$ cat src/design/intr_pkg.sv
// intr_pkg: constants, register map, carriers and state types shared by the
// interrupt unit and its two helper modules.
// assumes an 8-bit register port and a single system clock domain.
package intr_pkg;

    localparam int ADDR_W = 4;
    localparam int DATA_W = 8;
    localparam int TMR_N  = 2;  // timer/event counters with own vectors
    localparam int SLOT_N = 2;  // touch key time slot vectors
    localparam int TKT_N  = 4;  // touch key 16-bit timer sources
    localparam int GRP_N  = 2;  // grouped vectors, two touch timers each
    localparam int VEC_N  = 8;
    localparam int VEC_W  = 3;
    localparam int TB_W   = 13;

    // register offsets
    localparam logic [ADDR_W-1:0] OFS_ENABLE    = 4'h0;
    localparam logic [ADDR_W-1:0] OFS_FLAGS     = 4'h1;
    localparam logic [ADDR_W-1:0] OFS_SRC_EN    = 4'h2;
    localparam logic [ADDR_W-1:0] OFS_SRC_FLAGS = 4'h3;
    localparam logic [ADDR_W-1:0] OFS_TB_CTRL   = 4'h4;
    localparam logic [ADDR_W-1:0] OFS_TB_CLKSEL = 4'h5;

    // field positions
    localparam int ENA_GLOBAL = 0;
    localparam int ENA_TB     = 1;
    localparam int ENA_SER    = 2;
    localparam int ENA_TMR    = 3;  // two bits
    localparam int ENA_GRP    = 5;  // two bits
    localparam int FLG_TB     = 0;
    localparam int FLG_SER    = 1;
    localparam int FLG_TMR    = 2;  // two bits
    localparam int FLG_GRP    = 4;  // two bits
    localparam int FLG_SLOT   = 6;  // two bits
    localparam int SRC_TKT    = 0;  // four bits
    localparam int SRC_EE     = 4;
    localparam int SRC_SLOT   = 5;  // two bits, enables only
    localparam int TB_SEL_POS = 4;  // two bits
    localparam int CLK_SEL    = 0;

    // time base periods in input clock periods, per select code
    localparam logic [TB_W:0] TB_PERIOD_00 = 14'h0400;
    localparam logic [TB_W:0] TB_PERIOD_01 = 14'h0800;
    localparam logic [TB_W:0] TB_PERIOD_10 = 14'h1000;
    localparam logic [TB_W:0] TB_PERIOD_11 = 14'h2000;

    // vector numbers, lowest number wins
    typedef enum logic [VEC_W-1:0] {
        VEC_SLOT0 = 3'b000,
        VEC_SLOT1 = 3'b001,
        VEC_GRP0  = 3'b010,
        VEC_GRP1  = 3'b011,
        VEC_TMR0  = 3'b100,
        VEC_TMR1  = 3'b101,
        VEC_TB    = 3'b110,
        VEC_SER   = 3'b111
    } vec_type;

    typedef struct packed {
        logic [ADDR_W-1:0] addr;
        logic [DATA_W-1:0] wdata;
        logic              wr;
        logic              rd;
    } reg_req_type;

    typedef struct packed {
        logic              take;     // vector call issued
        vec_type           vec;
        logic              global_en;
        logic              wake;
    } core_ans_type;

    typedef struct packed {
        logic              global_en;
        logic              tb_en;
        logic              ser_en;
        logic [TMR_N-1:0]  tmr_en;
        logic [GRP_N-1:0]  grp_en;
        logic [TKT_N-1:0]  tkt_en;
        logic              ee_en;
        logic [SLOT_N-1:0] slot_en;
        logic              tb_flag;
        logic              ser_flag;
        logic [TMR_N-1:0]  tmr_flag;
        logic [GRP_N-1:0]  grp_flag;
        logic [SLOT_N-1:0] slot_flag;
        logic [TKT_N-1:0]  tkt_flag;
        logic              ee_flag;
        logic [1:0]        tb_sel;
        logic              tb_clk_sel;
        logic [DATA_W-1:0] rdata;
        core_ans_type      ans;
    } unit_state_type;

    typedef struct packed {
        logic [TB_W-1:0]   count;
        logic              ovf;
    } tb_state_type;

endpackage

$ cat src/design/timebase_divider.sv
// timebase_divider: counts input clock ticks and pulses once per selected
// period of 1024, 2048, 4096 or 8192 ticks.
// assumes tick_in is a synchronous one-cycle enable from the selected source.
`timescale 1ns/10ps
module timebase_divider
(
    input  wire logic       core_clk_in,
    input  wire logic       sys_rst_in,
    input  wire logic       ce_in,
    input  wire logic       tick_in,
    input  wire logic [1:0] sel_in,
    output logic            ovf_out
);
    intr_pkg::tb_state_type q;
    intr_pkg::tb_state_type d;
    logic [intr_pkg::TB_W:0] period;

    // period decode from the select field
    always_comb
    begin
        unique case (sel_in)
            2'b00: period = intr_pkg::TB_PERIOD_00;
            2'b01: period = intr_pkg::TB_PERIOD_01;
            2'b10: period = intr_pkg::TB_PERIOD_10;
            2'b11: period = intr_pkg::TB_PERIOD_11;
        endcase
    end

    // wrap on the terminal count; a shorter period picked mid-count wraps at once
    always_comb
    begin
        d     = q;
        d.ovf = 1'b0;
        if (tick_in)
        begin
            if ({1'b0, q.count} >= period - 14'h0001)
            begin
                d.count = '0;
                d.ovf   = 1'b1;                         // [RULE5]
            end
            else
            begin
                d.count = q.count + 13'h0001;
            end
        end
    end

    always_ff @(posedge core_clk_in)
    begin
        if (sys_rst_in)
            q <= '0;
        else if (ce_in)
            q <= d;
    end

    assign ovf_out = q.ovf;
endmodule

$ cat src/design/vector_priority.sv
// vector_priority: picks the lowest numbered pending vector.
// assumes request bit i belongs to vector number i; purely combinational.
`timescale 1ns/10ps
module vector_priority
(
    input  wire logic [intr_pkg::VEC_N-1:0] req_in,
    output logic                            valid_out,
    output intr_pkg::vec_type               index_out
);
    // first set bit from the low end
    function automatic intr_pkg::vec_type first_set(input logic [intr_pkg::VEC_N-1:0] r);
        intr_pkg::vec_type v;
        v = intr_pkg::VEC_SER;
        for (int i = intr_pkg::VEC_N - 1; i >= 0; i--)
        begin
            if (r[i])
                v = intr_pkg::vec_type'(i[intr_pkg::VEC_W-1:0]);
        end
        return v;
    endfunction

    // fixed order among vectors
    always_comb
    begin
        valid_out = |req_in;
        index_out = first_set(req_in);                  // [RULE21]
    end
endmodule

$ cat src/design/mcu_interrupt_unit.sv
// mcu_interrupt_unit: request flags, enables, grouped requests, time base
// and vector selection for the processor core.
// assumes the core takes a vector on the cycle after take goes high, tells us
// when its stack is full, and pulses a strobe when a return-from-interrupt runs.
// Overview of operation
// [RULE1] two grouped requests are built from touch key timer sources; group 0 also takes eeprom write end
// [RULE2] any enabled contained source event sets its group flag
// [RULE3] enabled group flag with free stack calls the group vector
// [RULE4] group service clears group flag and global enable, not source flags
// [RULE5] time base overflow sets its flag; vector needs global and own enable
// [RULE6] time base counts system clock or the low speed rc clock ticks
// [RULE7] period select bits 5:4 choose 1024 to 8192 ticks; others read zero
// [RULE8] timer overflow sets its flag; service clears it and global enable
// [RULE9] eeprom write end sets its flag; needs its enable and group enable
// [RULE10] software clears the eeprom flag after service
// [RULE11] touch slot counter overflow sets its flag; service clears it
// [RULE12] serial byte done sets its flag; service clears it and global enable
// [RULE13] any flag rising pulses wake regardless of enables
// [RULE14] software pre-sets a flag to stop it waking the device
// [RULE15] flags stay set until serviced or cleared; enables never clear them
// [RULE16] service code saves its own working registers; only pc is pushed
// [RULE17] return-from-interrupt sets global enable; plain return leaves it cleared
// [RULE18] service code avoids nested calls to keep the stack safe
// [RULE19] no vector while global enable is low; flags still record events
// [RULE20] no vector while the stack is full
// [RULE21] simultaneous requests go by fixed vector priority
// [RULE22] a hardware set beats a clear in the same cycle
`timescale 1ns/10ps
module mcu_interrupt_unit
(
    input  wire logic                            core_clk_in,
    input  wire logic                            sys_rst_in,
    input  wire logic                            ce_in,
    input  wire intr_pkg::reg_req_type           reg_req_in,
    output logic [intr_pkg::DATA_W-1:0]          reg_rdata_out,
    input  wire logic                            boundary_in,
    input  wire logic                            stack_full_in,
    input  wire logic                            ret_irq_in,
    output intr_pkg::core_ans_type               core_ans_out,
    input  wire logic                            lirc_tick_in,
    input  wire logic [intr_pkg::TMR_N-1:0]      tmr_ovf_in,
    input  wire logic [intr_pkg::SLOT_N-1:0]     slot_ovf_in,
    input  wire logic [intr_pkg::TKT_N-1:0]      tkt_ovf_in,
    input  wire logic                            ee_done_in,
    input  wire logic                            ser_byte_in
);
    intr_pkg::unit_state_type          q;
    intr_pkg::unit_state_type          d;
    logic                              tb_ovf;
    logic                              tb_tick;
    logic [intr_pkg::VEC_N-1:0]        pend;
    logic                              pick_valid;
    intr_pkg::vec_type                 pick;
    logic [intr_pkg::GRP_N-1:0]        grp_event;
    logic                              wr_en;
    logic                              wr_flags;
    logic                              wr_src;

    // source of the time base input clock
    assign tb_tick = q.tb_clk_sel ? lirc_tick_in : 1'b1; // [RULE6]

    timebase_divider u_tb
    (
        .core_clk_in (core_clk_in),
        .sys_rst_in  (sys_rst_in),
        .ce_in       (ce_in),
        .tick_in     (tb_tick),
        .sel_in      (q.tb_sel),
        .ovf_out     (tb_ovf)
    );

    // each group collects two touch timers; group 0 also holds eeprom done
    for (genvar g = 0; g < intr_pkg::GRP_N; g++)
    begin : g_grp
        if (g == 0)
        begin : g_ee
            assign grp_event[g] = |(tkt_ovf_in[2*g +: 2] & q.tkt_en[2*g +: 2])
                                | (ee_done_in & q.ee_en);   // [RULE1] [RULE9]
        end
        else
        begin : g_plain
            assign grp_event[g] = |(tkt_ovf_in[2*g +: 2] & q.tkt_en[2*g +: 2]); // [RULE1]
        end
    end

    // pending vectors, bit number equals vector number
    always_comb
    begin
        pend = '0;
        pend[intr_pkg::VEC_SLOT0] = q.slot_flag[0] & q.slot_en[0];   // [RULE11]
        pend[intr_pkg::VEC_SLOT1] = q.slot_flag[1] & q.slot_en[1];   // [RULE11]
        pend[intr_pkg::VEC_GRP0]  = q.grp_flag[0] & q.grp_en[0];     // [RULE3]
        pend[intr_pkg::VEC_GRP1]  = q.grp_flag[1] & q.grp_en[1];     // [RULE3]
        pend[intr_pkg::VEC_TMR0]  = q.tmr_flag[0] & q.tmr_en[0];     // [RULE8]
        pend[intr_pkg::VEC_TMR1]  = q.tmr_flag[1] & q.tmr_en[1];     // [RULE8]
        pend[intr_pkg::VEC_TB]    = q.tb_flag & q.tb_en;             // [RULE5]
        pend[intr_pkg::VEC_SER]   = q.ser_flag & q.ser_en;           // [RULE12]
    end

    vector_priority u_prio
    (
        .req_in    (pend),
        .valid_out (pick_valid),
        .index_out (pick)
    );

    // write decode
    assign wr_en    = reg_req_in.wr & (reg_req_in.addr == intr_pkg::OFS_ENABLE);
    assign wr_flags = reg_req_in.wr & (reg_req_in.addr == intr_pkg::OFS_FLAGS);
    assign wr_src   = reg_req_in.wr & (reg_req_in.addr == intr_pkg::OFS_SRC_FLAGS);

    // next state: software write, then service clear, then hardware sets on top
    always_comb
    begin
        d          = q;
        d.ans.take = 1'b0;
        d.ans.wake = 1'b0;
        d.rdata    = '0;

        // software writes of enables and configuration
        if (wr_en)
        begin
            d.global_en = reg_req_in.wdata[intr_pkg::ENA_GLOBAL];
            d.tb_en     = reg_req_in.wdata[intr_pkg::ENA_TB];
            d.ser_en    = reg_req_in.wdata[intr_pkg::ENA_SER];
            d.tmr_en    = reg_req_in.wdata[intr_pkg::ENA_TMR +: intr_pkg::TMR_N];
            d.grp_en    = reg_req_in.wdata[intr_pkg::ENA_GRP +: intr_pkg::GRP_N];
        end
        if (reg_req_in.wr && reg_req_in.addr == intr_pkg::OFS_SRC_EN)
        begin
            d.tkt_en  = reg_req_in.wdata[intr_pkg::SRC_TKT +: intr_pkg::TKT_N];
            d.ee_en   = reg_req_in.wdata[intr_pkg::SRC_EE];
            d.slot_en = reg_req_in.wdata[intr_pkg::SRC_SLOT +: intr_pkg::SLOT_N];
        end
        if (reg_req_in.wr && reg_req_in.addr == intr_pkg::OFS_TB_CTRL)
            d.tb_sel = reg_req_in.wdata[intr_pkg::TB_SEL_POS +: 2];          // [RULE7]
        if (reg_req_in.wr && reg_req_in.addr == intr_pkg::OFS_TB_CLKSEL)
            d.tb_clk_sel = reg_req_in.wdata[intr_pkg::CLK_SEL];              // [RULE6]

        // software may set or clear flags; setting one ahead of sleep masks its wake
        if (wr_flags)
        begin
            d.tb_flag   = reg_req_in.wdata[intr_pkg::FLG_TB];
            d.ser_flag  = reg_req_in.wdata[intr_pkg::FLG_SER];
            d.tmr_flag  = reg_req_in.wdata[intr_pkg::FLG_TMR +: intr_pkg::TMR_N];
            d.grp_flag  = reg_req_in.wdata[intr_pkg::FLG_GRP +: intr_pkg::GRP_N];
            d.slot_flag = reg_req_in.wdata[intr_pkg::FLG_SLOT +: intr_pkg::SLOT_N];
        end
        if (wr_src)
        begin
            d.tkt_flag = reg_req_in.wdata[intr_pkg::SRC_TKT +: intr_pkg::TKT_N];
            d.ee_flag  = reg_req_in.wdata[intr_pkg::SRC_EE];                  // [RULE10]
        end

        // return from interrupt re-opens the global enable
        if (ret_irq_in)
            d.global_en = 1'b1;                                               // [RULE17]

        // service: only when globally enabled, stack has room and core is ready
        if (q.global_en && pick_valid && !stack_full_in && boundary_in)      // [RULE19] [RULE20]
        begin
            d.ans.take  = 1'b1;
            d.ans.vec   = pick;
            d.global_en = 1'b0;                                               // [RULE4]
            unique case (pick)
                intr_pkg::VEC_SLOT0: d.slot_flag[0] = 1'b0;                   // [RULE11]
                intr_pkg::VEC_SLOT1: d.slot_flag[1] = 1'b0;                   // [RULE11]
                intr_pkg::VEC_GRP0:  d.grp_flag[0]  = 1'b0;                   // [RULE4]
                intr_pkg::VEC_GRP1:  d.grp_flag[1]  = 1'b0;                   // [RULE4]
                intr_pkg::VEC_TMR0:  d.tmr_flag[0]  = 1'b0;                   // [RULE8]
                intr_pkg::VEC_TMR1:  d.tmr_flag[1]  = 1'b0;                   // [RULE8]
                intr_pkg::VEC_TB:    d.tb_flag      = 1'b0;                   // [RULE5]
                intr_pkg::VEC_SER:   d.ser_flag     = 1'b0;                   // [RULE12]
            endcase
        end

        // hardware sets last so a same-cycle clear never swallows an event
        d.tb_flag   = d.tb_flag   | tb_ovf;                                   // [RULE5] [RULE22]
        d.tmr_flag  = d.tmr_flag  | tmr_ovf_in;                               // [RULE8] [RULE22]
        d.slot_flag = d.slot_flag | slot_ovf_in;                              // [RULE11] [RULE22]
        d.ser_flag  = d.ser_flag  | ser_byte_in;                              // [RULE12] [RULE22]
        d.tkt_flag  = d.tkt_flag  | tkt_ovf_in;                               // [RULE22]
        d.ee_flag   = d.ee_flag   | ee_done_in;                               // [RULE9] [RULE22]
        d.grp_flag  = d.grp_flag  | grp_event;                                // [RULE2] [RULE22]
        // enables never touch flags, so a masked flag simply waits     [RULE15]

        // wake on any flag going low to high, enables play no part
        d.ans.wake = |({d.tb_flag, d.ser_flag, d.tmr_flag, d.grp_flag, d.slot_flag,
                        d.tkt_flag, d.ee_flag}
                     & ~{q.tb_flag, q.ser_flag, q.tmr_flag, q.grp_flag, q.slot_flag,
                         q.tkt_flag, q.ee_flag});                             // [RULE13]

        d.ans.global_en = d.global_en;

        // read data for the next cycle; unmapped offsets read zero
        if (reg_req_in.rd)
        begin
            unique case (reg_req_in.addr)
                intr_pkg::OFS_ENABLE:
                    d.rdata = {1'b0, q.grp_en, q.tmr_en, q.ser_en, q.tb_en, q.global_en};
                intr_pkg::OFS_FLAGS:
                    d.rdata = {q.slot_flag, q.grp_flag, q.tmr_flag, q.ser_flag, q.tb_flag};
                intr_pkg::OFS_SRC_EN:
                    d.rdata = {1'b0, q.slot_en, q.ee_en, q.tkt_en};
                intr_pkg::OFS_SRC_FLAGS:
                    d.rdata = {3'h0, q.ee_flag, q.tkt_flag};
                intr_pkg::OFS_TB_CTRL:
                    d.rdata = {2'h0, q.tb_sel, 4'h0};                         // [RULE7]
                intr_pkg::OFS_TB_CLKSEL:
                    d.rdata = {7'h00, q.tb_clk_sel};
                default:
                    d.rdata = '0;
            endcase
        end
    end

    // one register for all state; ce low freezes everything
    always_ff @(posedge core_clk_in)
    begin
        if (sys_rst_in)
            q <= '0;
        else if (ce_in)
            q <= d;
    end

    assign reg_rdata_out = q.rdata;
    assign core_ans_out  = q.ans;
endmodule

$ cat config.mk
export PLATFORM = sky130hd
export DESIGN_NAME = mcu_interrupt_unit
export DESIGN_NICKNAME = d
export VERILOG_FILES = /design/src/design/intr_pkg.sv /design/src/design/timebase_divider.sv /design/src/design/vector_priority.sv /design/src/design/mcu_interrupt_unit.sv
export SDC_FILE = /design/constraint.sdc
export NUM_CORES = 1
export LEC_CHECK = 0
export ABC_AREA = 1
export BUFFER_PORTS_ARGS = -buffer_cell sky130_fd_sc_hd__buf_2
export CAP_MARGIN = 30
export CORE_MARGIN = 5
export CORE_UTILIZATION = 59
export DETAILED_ROUTE_END_ITERATION = 10
export PLACE_DENSITY = 0.79
export SLEW_MARGIN = 20
export SYNTH_ARGS = -nofsm -noshare
export SYNTH_HDL_FRONTEND = slang
export SYNTH_SLANG_ARGS = --single-unit
$ cat constraint.sdc
create_clock -name core_clk_in -period 4.2 [get_ports core_clk_in]
set_input_delay 0.84 -clock core_clk_in [delete_from_list [all_inputs] [get_ports core_clk_in]]
set_output_delay 0.84 -clock core_clk_in [all_outputs]
set_load 0.01 [all_outputs]
==> summary.txt, run 1 <==
Routing
  – Number of search-and-repair iterations in the first detailed-routing pass: 5
  – Routed vias: 3052
  – Initial DRC count: 311
  – Routed wire length: 7.807 mm
  – Via-per-instance ratio: 5.383
  – Antenna violation net count after detailed routing: 0
  – Remaining design rule violation count: 0
  – Detail-routed net length per standard cell: 13.77 um

Cells and area
  – Area used by multi-input combinational logic: 1530 um2
  – Post-layout instance area: 3430 um2
  – Most used cells in the layout excluding fill and tap cells: 109 x nand2_1, 67 x inv_1, 57 x dfxtp_1
  – Register cell area after layout: 1141 um2
  – Post-layout net count: 528
  – Total of fill cells in the finished design: 451
  – Leading cell type in the layout, fill and taps excluded: nand2_1
  – Antenna diodes: 0
  – Layout-stage area growth over the synthesis result: 10.70%
  – Final core utilization: 67.15%
  – Fraction of layout instances using a drive strength above 1: 15.69%

Critical path
  – Largest driver fanout on the critical path: 29
  – Critical path arrival: 2.33 ns
  – Capturing element type of the critical path: flop
  – Startpoint-to-endpoint class of the critical path: in2reg
  – Endpoint required time on the critical path: 4.39 ns
  – Sort of element at the start of the critical path: primary input

Global route
  – Number of global-route vias before repair: 2775
  – GRT Overall Usage: 24.66%
  – Global-route wire length before repair: 12.71 mm
  – Final global-route overflow total: 0
  – Maximum number of pins on one net before global-route repair: 31
  – M1 GR Usage: 35.61%
  – Routing layer with the top usage in global route: met2
  – Initial antenna violation count: 0
  – Grt met3 use: 3.688%
  – Global-route track usage on met2: 35.82%

Floorplan
  – Area of the core region: 5107 um2
  – Initial Util: 60.66%
  – Die boundary width: 82.46 um
  – Count of standard-cell rows: 26
  – Top-level I/O count: 45
  – Vertical die dimension: 82.46 um
  – Die Footprint: 6800 um2

Clocking
  – Setup Fix Bufs, Post-CTS: 0
  – TritonCTS sink count: 57
  – Clock tree from TritonCTS: built
  – Total of cells resized after clock tree synthesis: 0
  – CTS H-tree lvls: 3
  – Number of buffers created by CTS: 9
  – CTS clk-pin slew, worst paths: 0.06 ns
  – Hold-fix buffers at CTS: 0
  – Clock tree root buffer cell: clkbuf_8
  – Clk_lat worst skew: 0.34 ns
  – CTS Buffer Depth: 2

Timing
  – Final clock skew: 0.006508 ns
  – Timing-limited maximum frequency: 466.9 MHz
  – Final hold vios: 0
  – Max_slew headroom: 38.95%
  – Tightest Pin Transition: 0.9147 ns
  – Final count of negative-setup-slack endpoints: 0
  – Setup repair after global routing missed its margin: false
  – Sum of negative setup slack: 0 ns
  – Min Tclk post-route: 2.142 ns
  – Part of the cycle the worst path needs: 51.00%
  – Slew Viols, Final: 0

Power and ir drop
  – Leakage power: 1.536 nW
  – VDD IR max: 0.2658 mV
  – Total power density per cell area: 336.8 nW/um2

Yosys
  – Post-Synthesis Cells: 463
  – Number of flops mapped to enable cells by yosys: 0
  – Syn_nets: 498
  – Share of async-settable or async-resettable flops after synthesis: 0%
  – Number of different library cells in the post-synthesis netlist: 40
  – Netlist area before placement: 3098 um2
  – Average footprint of a synthesized cell: 6.691 um2
  – Number of flip-flops and latches in the synthesized netlist: 57
  – Warning count from the yosys run: 0
  – Sequential fraction of the synthesis area: 36.83%
  – Ys flop type: dfxtp_1

Status
  – Run status: completed

Placed design
  – Half-perimeter wire length after detailed placement: 5.729 mm
  – Placed standard-cell area: 3249 um2
  – I/O Buffers: 44
  – Global placement routability congestion: 0.8649

Job
  – Max-cap check violation count: 0

Hold path
  – Worst hold-check path type: reg2reg
[logic make-up (layout without fill, tap and decap cells)]
logic type / after synthesis / in the layout / share of synthesized area (%)
AND/OR/NAND/NOR: 182 / 182 / 25.36
AO/OA/AOI/OAI: 118 / 118 / 21.00
buffers and inverters: 97 / 131 / 13.77
adder cells (fa/ha/maj): 4 / 4 / 1.616
XOR/XNOR: 5 / 5 / 1.414
flip-flops: 57 / 57 / 36.83
[where the power goes]
| part | switching [mW] | internal, mW |
|---|---|---|
| clock | 0.215 | 0.256 |
| sequential | 0.0122 | 0.556 |
| combinational | 0.0766 | 0.0395 |
[metal layers]
layer	vias to the layer above	share of wire (%)	routed length (um)
met5	-	0	0
met4	0	2.5	193
met3	21	6.8	530
met2	116	43	3341
met1	1361	48	3742
li1	1554	-	-
[metrics by stage]
step	hold WS (ns)	power (mW)	std cells	worst slack, ns
floorplan	0.4393	0.6527	463	2.190
global placement	0.4465	0.6905	552	1.756
detailed placement	0.4536	0.6929	552	1.729
CTS	0.4636	1.155	567	2.072
global route	0.4883	1.202	567	1.908
finish	0.4596	1.155	567	2.058
[registers in the layout, summed over array words and instances (netlist names)]
name           count
u_tb.ovf_out       1
u_tb.q            13
core_ans_out       6
reg_rdata_out      8
q                 29
[critical path, stage by stage]
cell	delay, ns
buf_2	0.49
inv_1	0.44
nand2_1	0.46
a221oi_1	0.09
[path summary, 6_finish.rpt]
kind                            cells past startpoint                    startpoint  slack, ns                      endpoint
worst min-delay path                                2  core_ans_out[4]$_SDFFE_PP0P_       0.46  core_ans_out[4]$_SDFFE_PP0P_
worst max register to register                      8            q[16]$_SDFFE_PP0P_       2.26        u_tb.q[9]$_SDFFE_PP0P_
worst min register to register                      2  core_ans_out[4]$_SDFFE_PP0P_       0.46  core_ans_out[4]$_SDFFE_PP0P_
worst max-delay path                                4                    sys_rst_in       2.06        u_tb.q[9]$_SDFFE_PP0P_
[synthesized netlist by cell type (2+ instances only)]
cell type / instances / area (um2)
a21oi_1: 46 / 230.2
a221oi_1: 2 / 17.52
nand3_1: 13 / 65.06
a22o_1: 2 / 17.52
o21ai_0: 39 / 195.2
inv_2: 4 / 15.01
nor4_1: 2 / 12.51
nand4_1: 7 / 43.79
xor2_1: 4 / 35.03
o22ai_1: 6 / 37.54
ha_1: 4 / 50.05
nor3_1: 6 / 30.03
buf_2: 2 / 10.01
nor2_2: 4 / 25.02
nand2_1: 109 / 409.1
o211ai_1: 2 / 15.01
a31oi_1: 2 / 12.51
nand2_2: 6 / 37.54
clkbuf_1: 8 / 30.03
buf_4: 14 / 105.1
o21bai_1: 2 / 15.01
nor2_1: 30 / 112.6
o21ai_1: 9 / 45.04
a21o_1: 2 / 15.01
dfxtp_1: 57 / 1141
inv_1: 67 / 251.5
[final cells by class]
class / instances / area share, %
Tap cell: 70 / 2.554
Clock buffer: 12 / 4.816
Multi-Input combinational cell: 309 / 44.62
Inverter: 72 / 7.880
Timing Repair Buffer: 44 / 6.421
Clock inverter: 3 / 0.4378
Sequential cell: 57 / 33.27
(Power assumes the default switching activity.)
==> run 2, diff against run 1 <==
ABC_AREA = 0   (was 1)
CORE_UTILIZATION = 52   (was 59)
PLACE_DENSITY = 0.73   (was 0.79)
clock period = 1.9 ns   (was 4.2 ns; I/O delays follow)
==> run 2 against run 1 <==
Against the previous run:
- routed wire length up 8.4%
- sequential power rose by 120%
- die area up 16%
- non-clock buffer count up 16
- flip-flop and latch count unchanged
- register-to-register slack got worse by 2.1 ns
- clock skew increased by 0.0040 ns
- setup slack got worse by 1.9 ns
- critical path type is now reg2reg
- critical endpoint is now q[26]$_SDFFE_PP0P_
- highest routed layer unchanged
==> summary.txt, run 2 <==
Status
  – Run status: completed

Yosys
  – Warning count from the yosys run: 0
  – Top-count cell post-synth: nor2_1
  – Dominant cells by area after synthesis: dfxtp_1 35%, nor2_1 7.2%, mux2i_1 5.9%, buf_4 3.3%, nand2_1 3.0%
  – Ys flop type: dfxtp_1
  – Number of flip-flops and latches in the synthesized netlist: 57
  – Post-Synthesis Cells: 382
  – Number of flops mapped to enable cells by yosys: 0
  – Share of async-settable or async-resettable flops after synthesis: 0%
  – Netlist area before placement: 3233 um2
  – Fraction of post-synthesis cell area in the top cell type by area: 35.29%
  – Most frequent cells after synthesis: 62 x nor2_1, 57 x dfxtp_1, 26 x nand2_1
  – Area leader, netlist: dfxtp_1
  – Syn_nets: 417
  – Sequential fraction of the synthesis area: 35.29%
  – Average footprint of a synthesized cell: 8.464 um2
  – Number of different library cells in the post-synthesis netlist: 73

Power and ir drop
  – Net Sw Power: 0.7078 mW
  – VDD IR max: 0.4484 mV
  – P_int: 2.231 mW
  – Total power: 2.939 mW
  – Sequential cell fraction of total power: 43.2%
  – Comb power frac: 10.3%
  – Switching share of power: 24.08%
  – Clock network power share: 46.5%
  – Total power density per cell area: 786.2 nW/um2
  – Leakage power: 1.513 nW

Critical path
  – Cell with the largest stage delay on the worst path: dfxtp_1
  – Startpoint-to-endpoint class of the critical path: reg2reg
  – Worst setup path startpoint: q[27]$_SDFFE_PP0P_
  – Worst R2R End: q[26]$_SDFFE_PP0P_
  – Endpoint required time on the critical path: 2.15 ns
  – Buf/Inv on CP: 0
  – Sort of element at the start of the critical path: flop
  – Capturing element type of the critical path: flop
  – Setup slack of the most critical reg-to-reg path: 0.16 ns
  – Stages on the worst setup path: 5
  – CP Capture Point: q[26]$_SDFFE_PP0P_
  – Reg2reg start: q[27]$_SDFFE_PP0P_
  – Dominant delay contributor by cell family on the critical path: compound AO/OA/AOI/OAI gates
  – Sequence of cells on the critical path: nand2_1 > a32o_1 > a31oi_4 > o221ai_2 > a311oi_2
  – Critical path arrival: 1.99 ns
  – Depth of the worst register-to-register path: 5
  – Largest driver fanout on the critical path: 6
  – Delay of the slowest critical-path stage: 0.48 ns

Timing
  – Part of the cycle the worst path needs: 91.69%
  – Final clock skew: 0.01047 ns
  – Final hold vios: 0
  – Tightest Pin Transition: 0.4331 ns
  – Sum of negative setup slack: 0 ns
  – Setup repair after global routing missed its margin: false
  – Min Tclk post-route: 1.742 ns
  – Timing-limited maximum frequency: 574.0 MHz
  – Final count of negative-setup-slack endpoints: 0
  – Slew Viols, Final: 0
  – Max_slew headroom: 71.13%

Cells and area
  – Register with the most flip-flops: q
  – Largest register FFs: 29
  – Post-layout net count: 456
  – Most used cells in the layout excluding fill and tap cells: 62 x nor2_1, 56 x dfxtp_1, 44 x buf_2
  – Antenna diodes: 0
  – Fraction of layout instances using a drive strength above 1: 22.30%
  – Cell Count, Final, Fillers Out: 501
  – Layout-stage area growth over the synthesis result: 15.63%
  – Leading cell type in the layout, fill and taps excluded: nor2_1

Routing
  – Number of search-and-repair iterations in the first detailed-routing pass: 7
  – Antenna violation net count after detailed routing: 0
  – Routed vias: 2936
  – Remaining design rule violation count: 0
  – Detail-routed net length per standard cell: 16.90 um
  – Via-per-instance ratio: 5.860
  – Routed wire length: 8.466 mm
  – Initial DRC count: 301

Clocking
  – TritonCTS sink count: 57
  – Clk_lat worst skew: 0.34 ns
  – Hold-fix buffers at CTS: 0
  – Number of buffers created by CTS: 9
  – CTS Buffer Depth: 2
  – Clock tree root buffer cell: clkbuf_8
  – Setup Fix Bufs, Post-CTS: 0
  – CTS H-tree lvls: 3
  – CTS clk-pin slew, worst paths: 0.07 ns
  – Clock tree from TritonCTS: built
  – Total of cells resized after clock tree synthesis: 0

Floorplan
  – Die boundary width: 88.85 um
  – Die Footprint: 7894 um2
  – Vertical die dimension: 88.85 um
  – Initial Util: 53.97%
  – Area of the core region: 5991 um2
  – Top-level I/O count: 45
  – Count of standard-cell rows: 28

Global route
  – Maximum number of pins on one net before global-route repair: 31
  – Number of global-route vias before repair: 2862
  – Final global-route overflow total: 0
  – GRT Overall Usage: 23.40%
  – Global-route wire length before repair: 14.14 mm
  – Initial antenna violation count: 0

Placed design
  – Global placement routability congestion: 0.9120
  – Half-perimeter wire length after detailed placement: 6.260 mm
  – Inst Count DP: 485
  – I/O Buffers: 44

Hold path
  – Worst hold-check path type: in2reg

Job
  – Max-cap check violation count: 0
## run 2: cell types whose count changed after synthesis, sizes merged, moves of 11 or more
cell / before / now
inv: 71 / 20
nor2: 35 / 62
mux2i: 0 / 19
nor3: 8 / 20
o21ai: 49 / 7
a21oi: 47 / 16
a22oi: 0 / 11
nand2: 115 / 27
## run 2: power by group through the flow
stage | sequential (mW) | clock [mW] | combinational, mW
final | 1.27 | 1.37 | 0.303
after global routing | 1.27 | 1.45 | 0.333
after CTS | 1.27 | 1.39 | 0.300
after detailed placement | 1.29 | 0 | 0.298
after global placement | 1.29 | 0 | 0.294
after floorplan | 1.27 | 0 | 0.198
## run 2: cell type report
class                   count  area, um2
repair buffers             60      365.4
flip-flops and latches     57       1142
fillers                   498       2252
inverters                  20      75.07
clock buffers              11      131.4
multi-input cells         273       1827
well taps                  75      93.84
clock inverters             5      103.9
## run 2: cell families (layout without fill, tap and decap cells)
group,after synthesis,count (layout),synth area share (%)
buf+inv,52,96,8.204
simple gates,150,150,22.60
mux,24,24,8.785
fa+ha+maj,4,4,1.548
compound gates,83,83,20.32
flops,57,57,35.29
xor+xnor,12,12,3.251
## run 2: tightest hold or removal path, delay by kind of cell
kind | cells | cell delay, ns
and+or+nand+nor | 1 | 0.07
muxes | 1 | 0.06
buffers and inverters | 1 | 0.09
## run 2: per-stage QoR
step                      hold WS, ns  util [%]  area, um2  worst slack, ns
after floorplan                0.4414         -       3233           0.2591
after global placement         0.4520     58.46       3502           0.1447
after detailed placement       0.4540     58.46       3502          0.04360
after CTS                      0.2805     62.39       3737           0.1633
after global routing           0.3106     62.41       3739          0.01434
final                          0.2941     62.41       3739           0.1578
## run 2: metal layers
layer  track usage (%)  routed length, um  part of all wire (%)
met5                 0                  0                     0
met4             7.280                191                   2.3
met3             6.052                623                   7.4
met2             35.36               3837                    45
met1             32.69               3814                    45
## run 2: worst min path at each step
stage,from,to,slack (ns),cells after the start
6_report,reg_req_in[8],q[31]$_SDFFE_PP0P_,0.29,3
5_1_grt,reg_req_in[8],q[31]$_SDFFE_PP0P_,0.31,3
4_1_cts,reg_req_in[8],q[31]$_SDFFE_PP0P_,0.28,3
3_5_place_dp,reg_rdata_out[7]$_SDFFE_PP0P_,reg_rdata_out[7]$_SDFFE_PP0P_,0.45,2
3_3_place_gp,reg_rdata_out[7]$_SDFFE_PP0P_,reg_rdata_out[7]$_SDFFE_PP0P_,0.45,2
2_1_floorplan,reg_rdata_out[7]$_SDFFE_PP0P_,reg_rdata_out[7]$_SDFFE_PP0P_,0.44,2
==> run 3, diff against run 2 <==
RECOVER_POWER = 50   (was default)
==> run 3 against run 2 <==
Against the previous run:
- via count is essentially flat
- critical path type unchanged
- worst hold slack lost 0.00079 ns
- sequential share of layout area grew 0.48 points
- cell count is the same
- register-to-register slack gained 0.02 ns
- first-iteration DRC count grew 11%
- routed wire length grew 0.38%
==> summary.txt, run 3 (synthesis results as in run 2) <==
Timing
  – Part of the cycle the worst path needs: 90.57%
  – Slew Viols, Final: 0
  – Min Tclk post-route: 1.721 ns
  – Timing-limited maximum frequency: 581.1 MHz
  – Sum of negative setup slack: 0 ns
  – Final clock skew: 0.01169 ns
  – Final count of negative-setup-slack endpoints: 0
  – Tightest Pin Transition: 0.5447 ns
  – Setup repair after global routing missed its margin: false
  – Final hold vios: 0
  – Max_slew headroom: 63.68%

Global route
  – Maximum number of pins on one net before global-route repair: 31
  – Final global-route overflow total: 0
  – Number of global-route vias before repair: 2862
  – GRT Overall Usage: 23.40%
  – Global-route wire length before repair: 14.14 mm
  – Initial antenna violation count: 0

Critical path
  – Dominant delay contributor by cell family on the critical path: compound AO/OA/AOI/OAI gates
  – Largest driver fanout on the critical path: 6
  – Delay of the slowest critical-path stage: 0.49 ns
  – Reg2reg start: q[31]$_SDFFE_PP0P_
  – Buf/Inv on CP: 0
  – Critical path arrival: 1.98 ns
  – Worst R2R End: q[26]$_SDFFE_PP0P_
  – Startpoint-to-endpoint class of the critical path: reg2reg
  – Sequence of cells on the critical path: nand2_2 > a32o_2 > a31oi_4 > o221ai_2 > a311oi_2
  – Endpoint required time on the critical path: 2.15 ns
  – Capturing element type of the critical path: flop
  – Setup slack of the most critical reg-to-reg path: 0.18 ns
  – Sort of element at the start of the critical path: flop
  – Stages on the worst setup path: 5
  – Cell with the largest stage delay on the worst path: dfxtp_1
  – Depth of the worst register-to-register path: 5

Routing
  – Initial DRC count: 335
  – Remaining design rule violation count: 0
  – Antenna violation net count after detailed routing: 0
  – Via-per-instance ratio: 5.864
  – Detail-routed net length per standard cell: 16.96 um
  – Routed wire length: 8.498 mm
  – Routed vias: 2938
  – Number of search-and-repair iterations in the first detailed-routing pass: 5

Cells and area
  – Leading cell type in the layout, fill and taps excluded: nor2_1
  – Antenna diodes: 0
  – Largest register FFs: 29
  – Fraction of layout instances using a drive strength above 1: 16.67%
  – Register cell area after layout: 1142 um2
  – Register with the most flip-flops: q
  – Total of fill cells in the finished design: 519
  – Post-layout net count: 456
  – Most used cells in the layout excluding fill and tap cells: 62 x nor2_1, 56 x dfxtp_1, 28 x buf_2
  – Area used by multi-input combinational logic: 1808 um2
  – Post-layout instance area: 3681 um2
  – Layout-stage area growth over the synthesis result: 13.85%

Placed design
  – Placed standard-cell area: 3502 um2
  – Global placement routability congestion: 0.9120
  – Half-perimeter wire length after detailed placement: 6.260 mm
  – I/O Buffers: 44

Hold path
  – Worst hold-check path type: in2reg
  – Endpoint with the worst hold slack: q[31]$_SDFFE_PP0P_
  – Number of cells on the worst hold path: 3
  – Worst Min Path Start: reg_req_in[8]

Floorplan
  – Initial Util: 53.97%
  – Die Footprint: 7894 um2
  – Vertical die dimension: 88.85 um
  – Top-level I/O count: 45
  – Count of standard-cell rows: 28
  – Die boundary width: 88.85 um
  – Area of the core region: 5991 um2

Power and ir drop
  – Leakage power: 1.421 nW
  – Total power density per cell area: 797.6 nW/um2
  – VDD IR max: 0.4481 mV

Clocking
  – Clk_lat worst skew: 0.34 ns
  – CTS clk-pin slew, worst paths: 0.07 ns
  – CTS H-tree lvls: 3
  – Clock tree from TritonCTS: built
  – Setup Fix Bufs, Post-CTS: 0
  – CTS Buffer Depth: 2
  – Number of buffers created by CTS: 9
  – Clock tree root buffer cell: clkbuf_8
  – TritonCTS sink count: 57

Status
  – Run status: completed

Job
  – Max-cap check violation count: 0
run 3: cell types whose count changed in the layout (fill, tap and decap cells not counted), sizes merged:
| cell | change |
|---|---|
| clkbuf | +21 |
| buf | -21 |
run 3: repair_timing:
action | 4_1_cts | 5_1_grt
endpoints found under the setup margin | 0 | 12
gates resized for setup | 0 | 1
hold buffers | 0 | 0
run 3: power breakdown:
group / internal (mW) / total [mW] / switching, mW
logic: 0.127 / 0.295 / 0.168
clock network: 0.872 / 1.37 / 0.501
registers: 1.23 / 1.27 / 0.0419
total: 2.23 / 2.94 / 0.711
run 3: how the worst max path moves through the flow:
stage                       startpoint                      endpoint  slack (ns)
finish              q[31]$_SDFFE_PP0P_            q[26]$_SDFFE_PP0P_        0.18
global route        q[16]$_SDFFE_PP0P_        u_tb.q[7]$_SDFFE_PP0P_        0.01
CTS                 q[16]$_SDFFE_PP0P_        u_tb.q[6]$_SDFFE_PP0P_        0.16
detailed placement      reg_req_in[13]  core_ans_out[0]$_SDFFE_PP0P_        0.04
global placement        reg_req_in[13]  core_ans_out[0]$_SDFFE_PP0P_        0.14
floorplan           q[16]$_SDFFE_PP0P_       u_tb.q[10]$_SDFFE_PP0P_        0.26
run 3: final cells by class:
cell class                 count  area share [%]
clock inverter                 5           2.821
clock buffer                  11           3.569
timing repair buffer          60           8.872
inverter                      20           2.039
tap                           75           2.549
sequential                    57           31.03
multi-input combinational    273           49.12
run 3: worst min-delay path: stages:
cell,delay [ns]
buf_2,0.09
mux2i_1,0.06
nor2_1,0.07
run 3: stage by stage:
stage	power [mW]	std cells	hold WS [ns]	setup WS, ns	util (%)
5_1_grt	3.042	501	0.3106	0.01434	61.45
4_1_cts	2.953	501	0.2805	0.1633	62.39
2_1_floorplan	1.472	382	0.4414	0.2591	-
3_3_place_gp	1.588	485	0.4520	0.1447	58.46
6_report	2.936	501	0.2933	0.1792	61.45
3_5_place_dp	1.592	485	0.4540	0.04360	58.46
run 3: per-layer routing:
layer	global-route usage, %	share of wire, %	up-vias
met5	0	0	-
met4	7.280	2.2	0
met3	6.052	7.3	20
met2	35.36	45	130
met1	32.69	46	1349
li1	-	-	1439
